--- src/design/rsr_pkg.sv ---
/*
  rsr_pkg: constants, state enum and state struct for the reset and
  stop-mode recovery controller.
  assumes: a 25 MHz system clock and a 4-bit AXI4-Lite byte address.
*/
package rsr_pkg;

  // clock and timing
  localparam int CLK_MHZ     = 25;
  localparam int SEQ_NS      = 2000;
  localparam int REC_NS      = 1000;
  localparam int WAKE_MIN_NS = 200;
  localparam int SEQ_CYC  = (SEQ_NS * CLK_MHZ + 999) / 1000;
  localparam int REC_CYC  = (REC_NS * CLK_MHZ + 999) / 1000;
  localparam int WAKE_CYC = (WAKE_MIN_NS * CLK_MHZ + 999) / 1000;
  localparam logic [7:0] SEQ_LAST  = 8'(SEQ_CYC - 1);
  localparam logic [7:0] REC_LAST  = 8'(REC_CYC - 1);
  localparam logic [7:0] WAKE_LAST = 8'(WAKE_CYC - 1);

  // register byte offsets
  localparam int         ADDR_W   = 4;
  localparam logic [3:0] OFS_CTRL = 4'h0;
  localparam logic [3:0] OFS_STAT = 4'h4;
  localparam logic [3:0] OFS_PIN  = 4'h8;
  localparam logic [3:0] OFS_MODE = 4'hC;

  // reset_cause_status bit positions
  localparam int B_POR  = 0;
  localparam int B_STOP = 1;
  localparam int B_WDT  = 2;
  localparam int B_EXT  = 3;
  localparam logic [3:0] CAUSE_RST = 4'h1;

  // synchronised misc input positions
  localparam int M_BO   = 0;
  localparam int M_POR  = 1;
  localparam int M_EXTN = 2;
  localparam int M_DBG  = 3;
  localparam int M_WDT  = 4;
  localparam logic [4:0] MISC_RST = 5'h0C;

  localparam logic [1:0] RESP_OKAY   = 2'h0;
  localparam logic [1:0] RESP_SLVERR = 2'h2;

  typedef enum logic [2:0] {
    ST_HOLD, ST_SEQ, ST_ACTIVE, ST_HALT, ST_STOP, ST_RECOVER
  } rsr_state_e;

  typedef struct packed {
    rsr_state_e  st;
    logic [7:0]  cnt;
    logic [3:0]  cause;
    logic [3:0]  status;
    logic [7:0]  wakeEn;
    logic [7:0]  perDis;
    logic [7:0]  s1Pin;
    logic [7:0]  s2Pin;
    logic [7:0]  refPin;
    logic [4:0]  s1Misc;
    logic [4:0]  s2Misc;
    logic [7:0]  latch;
    logic        wdtWake;
    logic        irqReq;
    logic        sysRst;
    logic        cpuClkEn;
    logic [7:0]  perPwr;
    logic        boEn;
    logic        wdtRun;
    logic        stopOut;
    logic        haltOut;
    logic        awready;
    logic        wready;
    logic        bvalid;
    logic [1:0]  bresp;
    logic        arready;
    logic        rvalid;
    logic [31:0] rdata;
    logic [1:0]  rresp;
    logic        awHave;
    logic        wHave;
    logic [3:0]  awAddr;
    logic [31:0] wData;
    logic [3:0]  wStrb;
  } rsr_state_s;

endpackage

--- src/design/rsr_ctrl.sv ---
/*
  rsr_ctrl: reset and stop-mode recovery controller with an AXI4-Lite
  register slave (control, cause status, port latch, mode).
  assumes: supply detectors, reset pin, debug pin, gpio pins and the
  watchdog time-out are asynchronous; cpu strobes share clk.
*/
// The AXI4-Lite slave port and the address map are this design's own decisions.
// Behaviour
// - supply below trip level sends the device into reset.
// - reset is held while supply stays under power_on_threshold.
// - supply back above threshold runs the full reset sequence.
// - finished power-on reset sets the power-on cause flag.
// - option bit keeps or stops the supply_dip_guard during stop.
// - every sleep_wake_recovery sets the stop cause flag.
// - reset-mode watchdog time-out in stop gives recovery, not reset.
// - interrupt-mode watchdog wake requests interrupt only if enabled.
// - watchdog wake sets watchdog_cause_flag and stop cause flag.
// - watchdog interrupt is raised only after recovery completes.
// - each gpio pin can be enabled alone as a wake source.
// - any level change on an enabled pin starts recovery.
// - external reset pin in stop gives full system reset.
// - debug pin low in stop gives full system reset.
// - too-short wake pulse does not wake but sets stop flag.
// - port_input_latch does not sample pins during stop.
// - latch takes pin level only if it lasts to recovery end.
// - stop powers down nearly everything, deepest saving.
// - halt powers down only the processor.
// - other states are active; peripherals may be disabled there.
// - the stop instruction enters stop mode.
// - enabled watchdog keeps counting during stop.
`timescale 1ns/1ps

module rsr_ctrl
  import rsr_pkg::*;
(
  // clock and reset
  input  wire logic              clk,
  input  wire logic              rstn,
  // axi4-lite write
  input  wire logic [ADDR_W-1:0] awaddr,
  input  wire logic              awvalid,
  output logic                   awready,
  input  wire logic [31:0]       wdata,
  input  wire logic [3:0]        wstrb,
  input  wire logic              wvalid,
  output logic                   wready,
  output logic [1:0]             bresp,
  output logic                   bvalid,
  input  wire logic              bready,
  // axi4-lite read
  input  wire logic [ADDR_W-1:0] araddr,
  input  wire logic              arvalid,
  output logic                   arready,
  output logic [31:0]            rdata,
  output logic [1:0]             rresp,
  output logic                   rvalid,
  input  wire logic              rready,
  // supply detectors and option
  input  wire logic              brownoutLow,
  input  wire logic              porLow,
  input  wire logic              brownoutInSleepOption,
  // pins
  input  wire logic              extResetN,
  input  wire logic              debugPin,
  input  wire logic [7:0]        gpioPin,
  // cpu and watchdog
  input  wire logic              stopInstr,
  input  wire logic              haltInstr,
  input  wire logic              haltWake,
  input  wire logic              watchdogEnable,
  input  wire logic              watchdogIrqMode,
  input  wire logic              irqEnable,
  input  wire logic              watchdogTimeout,
  // control outputs
  output logic                   sysReset,
  output logic                   cpuClockEn,
  output logic [7:0]             periphPowerEn,
  output logic                   brownoutEnable,
  output logic                   watchdogRun,
  output logic                   stopMode,
  output logic                   haltMode,
  output logic                   watchdogIrqReq,
  output logic [7:0]             portInputLatch
);

  rsr_state_s r;
  rsr_state_s n;
  logic [3:0] setB;
  logic [3:0] clrB;
  logic [2:0] wSel;
  logic [2:0] rSel;
  logic [7:0] diff;
  logic       supplyLow;
  logic       detOn;
  logic       stopClear;
  logic       seqDone;

  // {hit, index}
  function automatic logic [2:0] regSel(input logic [3:0] a);
    case (a)
      OFS_CTRL: regSel = 3'h4;
      OFS_STAT: regSel = 3'h5;
      OFS_PIN:  regSel = 3'h6;
      OFS_MODE: regSel = 3'h7;
      default:  regSel = 3'h0;
    endcase
  endfunction

  //////////////////////////////////////////////////////////////////////

  always_comb begin
    n = r;
    setB = 4'h0;
    clrB = 4'h0;
    seqDone = 1'b0;
    n.irqReq = 1'b0;
    n.s1Pin = gpioPin;
    n.s2Pin = r.s1Pin;
    n.s1Misc = {watchdogTimeout, debugPin, extResetN, porLow, brownoutLow};
    n.s2Misc = r.s1Misc;
    supplyLow = r.s2Misc[M_BO] | r.s2Misc[M_POR];
    detOn = (r.st != ST_STOP) | brownoutInSleepOption;
    stopClear = !(detOn && supplyLow) && r.s2Misc[M_EXTN] &&
                r.s2Misc[M_DBG];
    diff = (r.s2Pin ^ r.refPin) & r.wakeEn;
    wSel = regSel(r.awAddr);
    rSel = regSel(araddr);

    // write channel
    if (awvalid && r.awready) begin
      n.awHave = 1'b1;
      n.awAddr = awaddr;
    end
    if (wvalid && r.wready) begin
      n.wHave = 1'b1;
      n.wData = wdata;
      n.wStrb = wstrb;
    end
    if (r.bvalid && bready) begin
      n.bvalid = 1'b0;
    end
    if (r.awHave && r.wHave) begin
      n.awHave = 1'b0;
      n.wHave = 1'b0;
      n.bvalid = 1'b1;
      n.bresp = wSel[2] ? RESP_OKAY : RESP_SLVERR;
      if (wSel == 3'h4) begin
        if (r.wStrb[0]) begin
          n.wakeEn = r.wData[7:0];
        end
        if (r.wStrb[1]) begin
          n.perDis = r.wData[15:8];
        end
      end
      if (wSel == 3'h5 && r.wStrb[0]) begin
        clrB = r.wData[3:0];
      end
    end
    n.awready = !n.awHave && !n.bvalid;
    n.wready = !n.wHave && !n.bvalid;
    // read channel
    if (arvalid && r.arready) begin
      n.rvalid = 1'b1;
      n.rresp = rSel[2] ? RESP_OKAY : RESP_SLVERR;
      case (rSel)
        3'h4:    n.rdata = {16'h0000, r.perDis, r.wakeEn};
        3'h5:    n.rdata = {28'h000_0000, r.status};
        3'h6:    n.rdata = {24'h00_0000, r.latch};
        3'h7:    n.rdata = {29'h0000_0000, r.st};
        default: n.rdata = 32'h0000_0000;
      endcase
    end else if (r.rvalid && rready) begin
      n.rvalid = 1'b0;
    end
    n.arready = !n.rvalid;

    // mode sequencing
    if (detOn && supplyLow) begin
      n.st = ST_HOLD;
      n.cnt = 8'h00;
      n.cause = CAUSE_RST;
    end else begin
      case (r.st)
        ST_HOLD: begin
          n.st = ST_SEQ;
          n.cnt = 8'h00;
        end
        ST_SEQ: begin
          if (!r.s2Misc[M_EXTN]) begin
            n.cnt = 8'h00;
          end else if (r.cnt == SEQ_LAST) begin
            n.st = ST_ACTIVE;
            n.cnt = 8'h00;
            seqDone = 1'b1;
          end else begin
            n.cnt = r.cnt + 8'h01;
          end
        end
        ST_ACTIVE: begin
          n.latch = r.s2Pin;
          if (!r.s2Misc[M_EXTN]) begin
            n.st = ST_SEQ;
            n.cnt = 8'h00;
            n.cause = 4'h8;
          end else if (stopInstr) begin
            n.st = ST_STOP;
            n.cnt = 8'h00;
            n.refPin = r.s2Pin;
            n.wdtWake = 1'b0;
          end else if (haltInstr) begin
            n.st = ST_HALT;
          end
        end
        ST_HALT: begin
          n.latch = r.s2Pin;
          if (!r.s2Misc[M_EXTN]) begin
            n.st = ST_SEQ;
            n.cnt = 8'h00;
            n.cause = 4'h8;
          end else if (haltWake) begin
            n.st = ST_ACTIVE;
          end
        end
        ST_STOP: begin
          if (!r.s2Misc[M_EXTN] || !r.s2Misc[M_DBG]) begin
            n.st = ST_SEQ;
            n.cnt = 8'h00;
            n.cause = 4'h8;
          end else if (r.s2Misc[M_WDT]) begin
            n.st = ST_RECOVER;
            n.cnt = 8'h00;
            n.wdtWake = 1'b1;
            setB[B_WDT] = 1'b1;
          end else if (diff != 8'h00) begin
            if (r.cnt == WAKE_LAST) begin
              n.st = ST_RECOVER;
              n.cnt = 8'h00;
            end else begin
              n.cnt = r.cnt + 8'h01;
            end
          end else if (r.cnt != 8'h00) begin
            setB[B_STOP] = 1'b1;
            n.cnt = 8'h00;
          end
        end
        ST_RECOVER: begin
          if (r.cnt == REC_LAST) begin
            n.st = ST_ACTIVE;
            n.cnt = 8'h00;
            setB[B_STOP] = 1'b1;
            n.latch = r.s2Pin;
            n.irqReq = r.wdtWake && watchdogIrqMode && irqEnable;
          end else begin
            n.cnt = r.cnt + 8'h01;
          end
        end
        default: begin
          n.st = ST_SEQ;
          n.cnt = 8'h00;
        end
      endcase
    end

    // set wins over software clear
    if (seqDone) begin
      n.status = r.cause | setB;
    end else begin
      n.status = (r.status & ~clrB) | setB;
    end
    // power and clock controls
    n.sysRst = (n.st == ST_HOLD) || (n.st == ST_SEQ);
    n.cpuClkEn = (n.st == ST_ACTIVE);
    n.stopOut = (n.st == ST_STOP);
    n.haltOut = (n.st == ST_HALT);
    if (n.st == ST_ACTIVE || n.st == ST_HALT) begin
      n.perPwr = ~n.perDis;
    end else begin
      n.perPwr = 8'h00;
    end
    n.boEn = (n.st != ST_STOP) || brownoutInSleepOption;
    n.wdtRun = watchdogEnable;
  end

  always_ff @(posedge clk or negedge rstn) begin
    if (!rstn) begin
      r <= '0;
      r.st <= ST_SEQ;
      r.cause <= CAUSE_RST;
      r.s1Misc <= MISC_RST;
      r.s2Misc <= MISC_RST;
      r.sysRst <= 1'b1;
      r.boEn <= 1'b1;
    end else begin
      r <= n;
    end
  end

  //////////////////////////////////////////////////////////////////////

  assign awready = r.awready;
  assign wready = r.wready;
  assign bvalid = r.bvalid;
  assign bresp = r.bresp;
  assign arready = r.arready;
  assign rvalid = r.rvalid;
  assign rdata = r.rdata;
  assign rresp = r.rresp;
  assign sysReset = r.sysRst;
  assign cpuClockEn = r.cpuClkEn;
  assign periphPowerEn = r.perPwr;
  assign brownoutEnable = r.boEn;
  assign watchdogRun = r.wdtRun;
  assign stopMode = r.stopOut;
  assign haltMode = r.haltOut;
  assign watchdogIrqReq = r.irqReq;
  assign portInputLatch = r.latch;
endmodule

--- config.mk ---
export PLATFORM = sky130hd
export DESIGN_NAME = rsr_ctrl
export DESIGN_NICKNAME = d
export VERILOG_FILES = /design/src/design/rsr_pkg.sv /design/src/design/rsr_ctrl.sv
export SDC_FILE = /design/constraint.sdc
export NUM_CORES = 1
export LEC_CHECK = 0
export BUFFER_PORTS_ARGS = -buffer_cell sky130_fd_sc_hd__buf_4
export CORE_UTILIZATION = 49
export DETAILED_ROUTE_END_ITERATION = 6
export PLACE_DENSITY_LB_ADDON = 0.12
export REMOVE_ABC_BUFFERS = 1
export SLEW_MARGIN = 30
export SYNTH_ARGS = -nofsm -noshare
export SYNTH_HDL_FRONTEND = slang
export SYNTH_SLANG_ARGS = --single-unit
--- constraint.sdc ---
create_clock -name clk -period 2 [get_ports clk]
set_input_delay 0.3 -clock clk [delete_from_list [all_inputs] [get_ports clk]]
set_output_delay 0.3 -clock clk [all_outputs]
set_load 0.005 [all_outputs]
# ---- Yosys cells after proc, flatten, opt, wreduce, memory -nomap -nowiden
# Index checks and enable logic that the tools add are counted.
dict set report op_classes {
  mux 67
  n_bitwise 10
  n_reduce_logical 37
  n_eq_ne 36
  add_sub_neg 1
}
# operator count
set ops {}
lappend ops {{2-to-1 mux 8 bit} 12}
lappend ops {{one-hot mux 16 bit (4 select lines)} 1}
lappend ops {{one-hot mux 11 bit (5 select lines)} 1}
lappend ops {{2-to-1 mux 11 bit} 3}
lappend ops {{2-to-1 mux 3 bit} 10}
lappend ops {{equality test 3 bit, second input constant} 9}
lappend ops {{one-hot mux 3 bit (4 select lines)} 2}
lappend ops {{2-to-1 mux 1 bit} 22}
lappend ops {{2-to-1 mux 4 bit} 5}
lappend ops {{equality test 4 bit, second input constant} 4}
lappend ops {{one-hot mux 8 bit (2 select lines)} 1}
lappend ops {{nonzero test 8 bit} 2}
lappend ops {{2-to-1 mux 15 bit} 1}
lappend ops {{inequality test 3 bit, second input constant} 5}
lappend ops {{equality test 3 x 2 -> 1 bit, second input constant} 4}
lappend ops {{logical AND 1 bit} 12}
lappend ops {{2-to-1 mux 12 bit} 1}
lappend ops {{one-hot mux 4 bit (3 select lines)} 1}
lappend ops {{2-to-1 mux 2 bit} 5}
lappend ops {{inequality test 2 bit, second input constant} 5}
lappend ops {{AND reduction 3 bit} 3}
lappend ops {{adder 8 x 1 -> 8 bit, second input constant} 1}
lappend ops {{bitwise AND 8 bit} 1}
lappend ops {{equality test 4 x 3 -> 1 bit, second input constant} 2}
lappend ops {{other kinds (23)} 38}
dict set report word_totals {
  ff_bits 158
  in_bits 71
  out_inout_bits 64
  elab_cells 185
}

# ---- Longest topological paths before layout
dict set report depth {
  word_depth 11
  ltp_mapped 9
  depth_no_buf 8
}

# ---- Worst setup path before layout
# Ideal clock, no wire load.
dict set report synth_path {
  kind {register to register}
  from {register r[167] (netlist bit)}
  to {register r, in the netlist portInputLatch[0]}
  path_slack_ns -0.058
  arrival_ns 1.933
  n_path_buf 0
  path_stages_with_launch 6
  required_ns 1.875
  cell_sequence {dfrtp_1 > or3_4 > nor4b_4 > nand3_2 > a21oi_4 > mux2_2}
}
dict set report synth_between {
  elab_chain_len 3
}
# item line
set synth_lines {}
lappend synth_lines {{start: declaration} rsr_ctrl.sv:86} ;# rsr_state_s r;
lappend synth_lines {{start signal: assignment} rsr_ctrl.sv:294} ;# r <= n;
lappend synth_lines {{equality test 8 x 5 -> 1 bit} rsr_ctrl.sv:247} ;# if (r.cnt == REC_LAST) begin
lappend synth_lines {{inequality test 2 bit (no source line)} n/a}
lappend synth_lines {{AND reduction 3 bit (no source line)} n/a}
# Every way passes these cells.
# A chain may end at the register's enable or synchronous reset.

# ---- Final worst setup path
dict set report layout_path {
  from {register r[167] (netlist bit)}
  to {register r, in the netlist portInputLatch[1]}
}
# The elaborated chain is that of the path after synthesis.

==> results.rst <==
.. list-table::
   :header-rows: 1

   * - Metric
     - Value
   * - Run status
     - finished, violations left
   * - Violated checks
     - DRC, setup timing
   * - Maximum number of pins on one net before global-route repair
     - 61
   * - Power density over the cells
     - approximately 1000 nW/µm²
   * - Number of antenna violations at the first check in global routing
     - 0
   * - Leading cell type in the layout, fill and taps excluded
     - sky130_fd_sc_hd__buf_4
   * - Clock Sink Count
     - between 100 and 150
   * - Yosys warnings
     - 0
   * - Number of enable-type register cells in the synthesized netlist
     - 0
   * - Via total after detailed routing
     - 3782
   * - Num ports
     - 135
   * - Worst Path Max Fanout
     - 8
   * - Shortest period the worst path allows
     - around 2.1 ns
   * - Crit path arrival time
     - 2.35 ns
   * - Sequential share of the synthesized area
     - 59.1%
   * - Vias in the first global route
     - 3854
   * - Max clock buf depth
     - 2
   * - Maximum ir drop on the vdd rail
     - 995 µV
   * - Overall fraction of global-route tracks in use
     - 20.4%
   * - IO buf count
     - 98
   * - Part of the total power dissipated in sequential elements
     - a little under half
   * - Final WL
     - 11400 µm
   * - Fin Clk Skew
     - 0.00855 ns
   * - Final-report max-slew violation count
     - 0
   * - GP Congestion
     - slightly above 0.8
   * - Number of nets in the finished design
     - 659
   * - Library cell with the largest summed area after synthesis
     - sky130_fd_sc_hd__dfrtp_1
   * - CTS tree
     - yes
   * - Logic pwr share
     - 14.4%
   * - DRC violations left
     - 24
   * - Core Box Area
     - 11500 µm²
   * - Transition time of the tightest slew-check pin
     - 0.548 ns
   * - Post-DP HPWL
     - ~8200 µm
   * - Proportion of netlist area held by the largest area contributor
     - a little under three fifths
   * - Reported leakage power
     - 3.68 nW
   * - Initial cell density of the core
     - 50.9%
   * - Antenna diode count
     - 0
   * - Count of distinct cell types in the synthesized netlist
     - 63
   * - Residual antenna-violating net count after detailed routing
     - 0
   * - Unrepaired setup endpoints after global routing
     - yes
   * - Synth top area cells
     - sky130_fd_sc_hd__dfrtp_1, sky130_fd_sc_hd__mux2_2, sky130_fd_sc_hd__buf_4
   * - CTS H-Tree Depth
     - 4
   * - Commonest cells after routing, fill and taps aside
     - sky130_fd_sc_hd__buf_4, sky130_fd_sc_hd__dfrtp_1, sky130_fd_sc_hd__mux2_2, sky130_fd_sc_hd__nand2_1, sky130_fd_sc_hd__nor2_1
   * - Floorplan die width
     - 111 µm
   * - Layout cells sized above 1
     - 42.0%
   * - Detailed-route vias per instance
     - 5.10
   * - Number of failing setup endpoints in the final timing report
     - 13
   * - CP startpoint kind
     - flop
   * - Crit path required time
     - 2.29 ns
   * - Avg Cell Area, Syn
     - 12.8 µm²
   * - Std-Cell Rows
     - 39
   * - Height of the chip
     - 111 µm
   * - Total gr overflow
     - 0
   * - Switching part of the total
     - 24.3%
   * - Post-synthesis instance total
     - about 460
   * - Count of routing violations after the opening detailed-route iteration
     - ~190
   * - Fmax
     - 0.485 GHz
   * - Worst hold margin
     - 0.0717 ns
   * - CTS buffer count
     - 17
   * - Crit end category
     - flop
   * - Wire length of the first global-routing pass
     - 19200 µm
   * - Share of synthesized flip-flops with an asynchronous set or reset
     - 100%
   * - Worst setup path category
     - flop to flop
   * - Average routed wire per standard cell
     - approximately 15 µm
   * - Switch Pwr
     - 1.84 mW
   * - Cell-internal power
     - 5.72 mW
   * - Filler instances
     - roughly 860
   * - Cell area after technology mapping
     - 5860 µm²
   * - Headroom to the max-slew limit
     - 63.4%
   * - Synth Register Bits
     - 138
   * - Setup slack after layout
     - -0.0619 ns
   * - Most used flip-flop cell after synthesis
     - sky130_fd_sc_hd__dfrtp_1
   * - Die Footprint
     - 12400 µm²
   * - Area growth syn-to-layout
     - 28.8%
   * - Detailed-routing iteration count for the pre-antenna-repair pass
     - 7
   * - Register clock-pin slew on the reported worst setup and hold paths
     - ~0.05 ns
   * - Hold Vio Cnt, Final
     - 0
   * - Clock root buffer
     - sky130_fd_sc_hd__clkbuf_16
   * - Hold Path Class
     - input port to flop
   * - Share of the core filled with cells
     - 65.5%
   * - Power share of the clock group
     - a little under two fifths
   * - Share of the clock period used by the worst path after layout
     - 103%
   * - Clock latency at the later pin of the worst-skew pair
     - 0.42 ns
   * - Max-cap violations
     - 0
==> repair_timing <==
action,4_1_cts,5_1_grt
resized for setup,12,11
hold buffers,15,0
hold endpoints to repair,70,0
buffers inserted,0,1
pin swaps,4,4
endpoints found under the setup margin,29,56
==> cells by family after synthesis <==
group	after synthesis	synth area share, %
fa+ha+maj	3	0.641
buf+inv	76	8.35
simple gates	104	9.59
xor+xnor	8	1.20
flops	138	59.1
other cells	1	0.0640
compound gates	64	8.29
mux	64	12.7
==> state kept, by name, indices dropped and copies added (netlist names) <==
name / count
watchdogRun: 1
awready: 1
brownoutEnable: 1
rresp: 1
watchdogIrqReq: 1
r: 79
n: 13
cpuClockEn: 1
stopMode: 1
bresp: 1
bvalid: 1
periphPowerEn: 8
wready: 1
rdata: 16
haltMode: 1
sysReset: 1
arready: 1
portInputLatch: 8
rvalid: 1
==> power by group through the flow <==
stage	sequential (mW)	combinational, mW	clock, mW
3_5_place_dp	3.61	1.08	0
2_1_floorplan	3.53	0.640	0
5_1_grt	3.65	1.20	3.08
3_3_place_gp	3.59	1.04	0
6_report	3.58	1.09	2.89
4_1_cts	3.57	1.11	2.95
==> layout make-up <==
| class | count | area [µm²] | area share (%) |
|---|---|---|---|
| flip-flops and latches | 138 | 3460 | 45.9 |
| multi-input cells | 261 | 2050 | 27.2 |
| inverters | 14 | 55.1 | 0.730 |
| clock inverters | 6 | 63.8 | 0.846 |
| repair buffers | 153 | 1240 | 16.4 |
| well taps | 143 | 179 | 2.37 |
| clock buffers | 26 | 489 | 6.49 |
==> per-layer routing <==
layer / wire (µm) / part of all wire (%) / vias to the layer above / global-route usage [%]
met3: 538 / 4.7 / 11 / 5.61
met2: 5480 / 48 / 110 / 31.5
met5: 0 / 0 / - / 0
met4: 180 / 1.6 / 0 / 8.92
li1: - / - / 1785 / -
met1: 5240 / 46 / 1876 / 27.1
==> path summary, 6_finish.rpt <==
check                           slack (ns)  cells past startpoint               start                       endpoint
worst max register to register       -0.06                      6  r[167]$_DFFE_PN0P_  portInputLatch[1]$_DFFE_PN0P_
max in group asynchronous             0.91                      3                rstn               r[173]$_DFF_PN1_
worst min register to register        0.34                      0    n[126]$_DFF_PN0_               r[126]$_DFF_PN0_
worst max-delay path                 -0.06                      6  r[167]$_DFFE_PN0P_  portInputLatch[1]$_DFFE_PN0P_
min in group asynchronous             0.42                      2                rstn               wready$_DFF_PN0_
worst min-delay path                  0.07                      2              wvalid               wready$_DFF_PN0_
==> synth_stat cells, drive strengths merged (3+ instances only) <==
library cell and n:
clkbuf 8, nand2b 4, nand2 29, a22oi 4, o21ai 16, and2 4, ha 3, a22o 12
dfstp 8, buf 54, nor2 22, or3 4, inv 14, o31ai 3, mux4 3, a21oi 6
nand3 12, nor4b 3, nor2b 6, dfrtp 130, a211oi 3, nor3 6, mux2 54, xor2 8
a21o 6, mux2i 7
==> per-stage QoR <==
step	total power, mW	std cells	instance area [µm²]	setup TNS (ns)	worst slack (ns)
floorplan	4.17	413	5480	-0.681	-0.116
global placement	4.63	693	6730	-1.72	-0.0917
detailed placement	4.69	693	6730	-2.43	-0.140
CTS	7.63	740	7490	-0.609	-0.0759
global route	7.93	741	7540	-2.66	-0.142
finish	7.56	741	7540	-0.673	-0.0619
==> worst max-delay path, cell delays in order, from the launching register on <==
cell                      delay, ns
sky130_fd_sc_hd__dfrtp_1       0.37
sky130_fd_sc_hd__or3_4         0.43
sky130_fd_sc_hd__nor4b_4       0.33
sky130_fd_sc_hd__nand3_2       0.18
sky130_fd_sc_hd__a21oi_4       0.18
sky130_fd_sc_hd__buf_12        0.15
sky130_fd_sc_hd__mux2_4        0.30
Note: power is estimated with default switching activity, not from simulation.
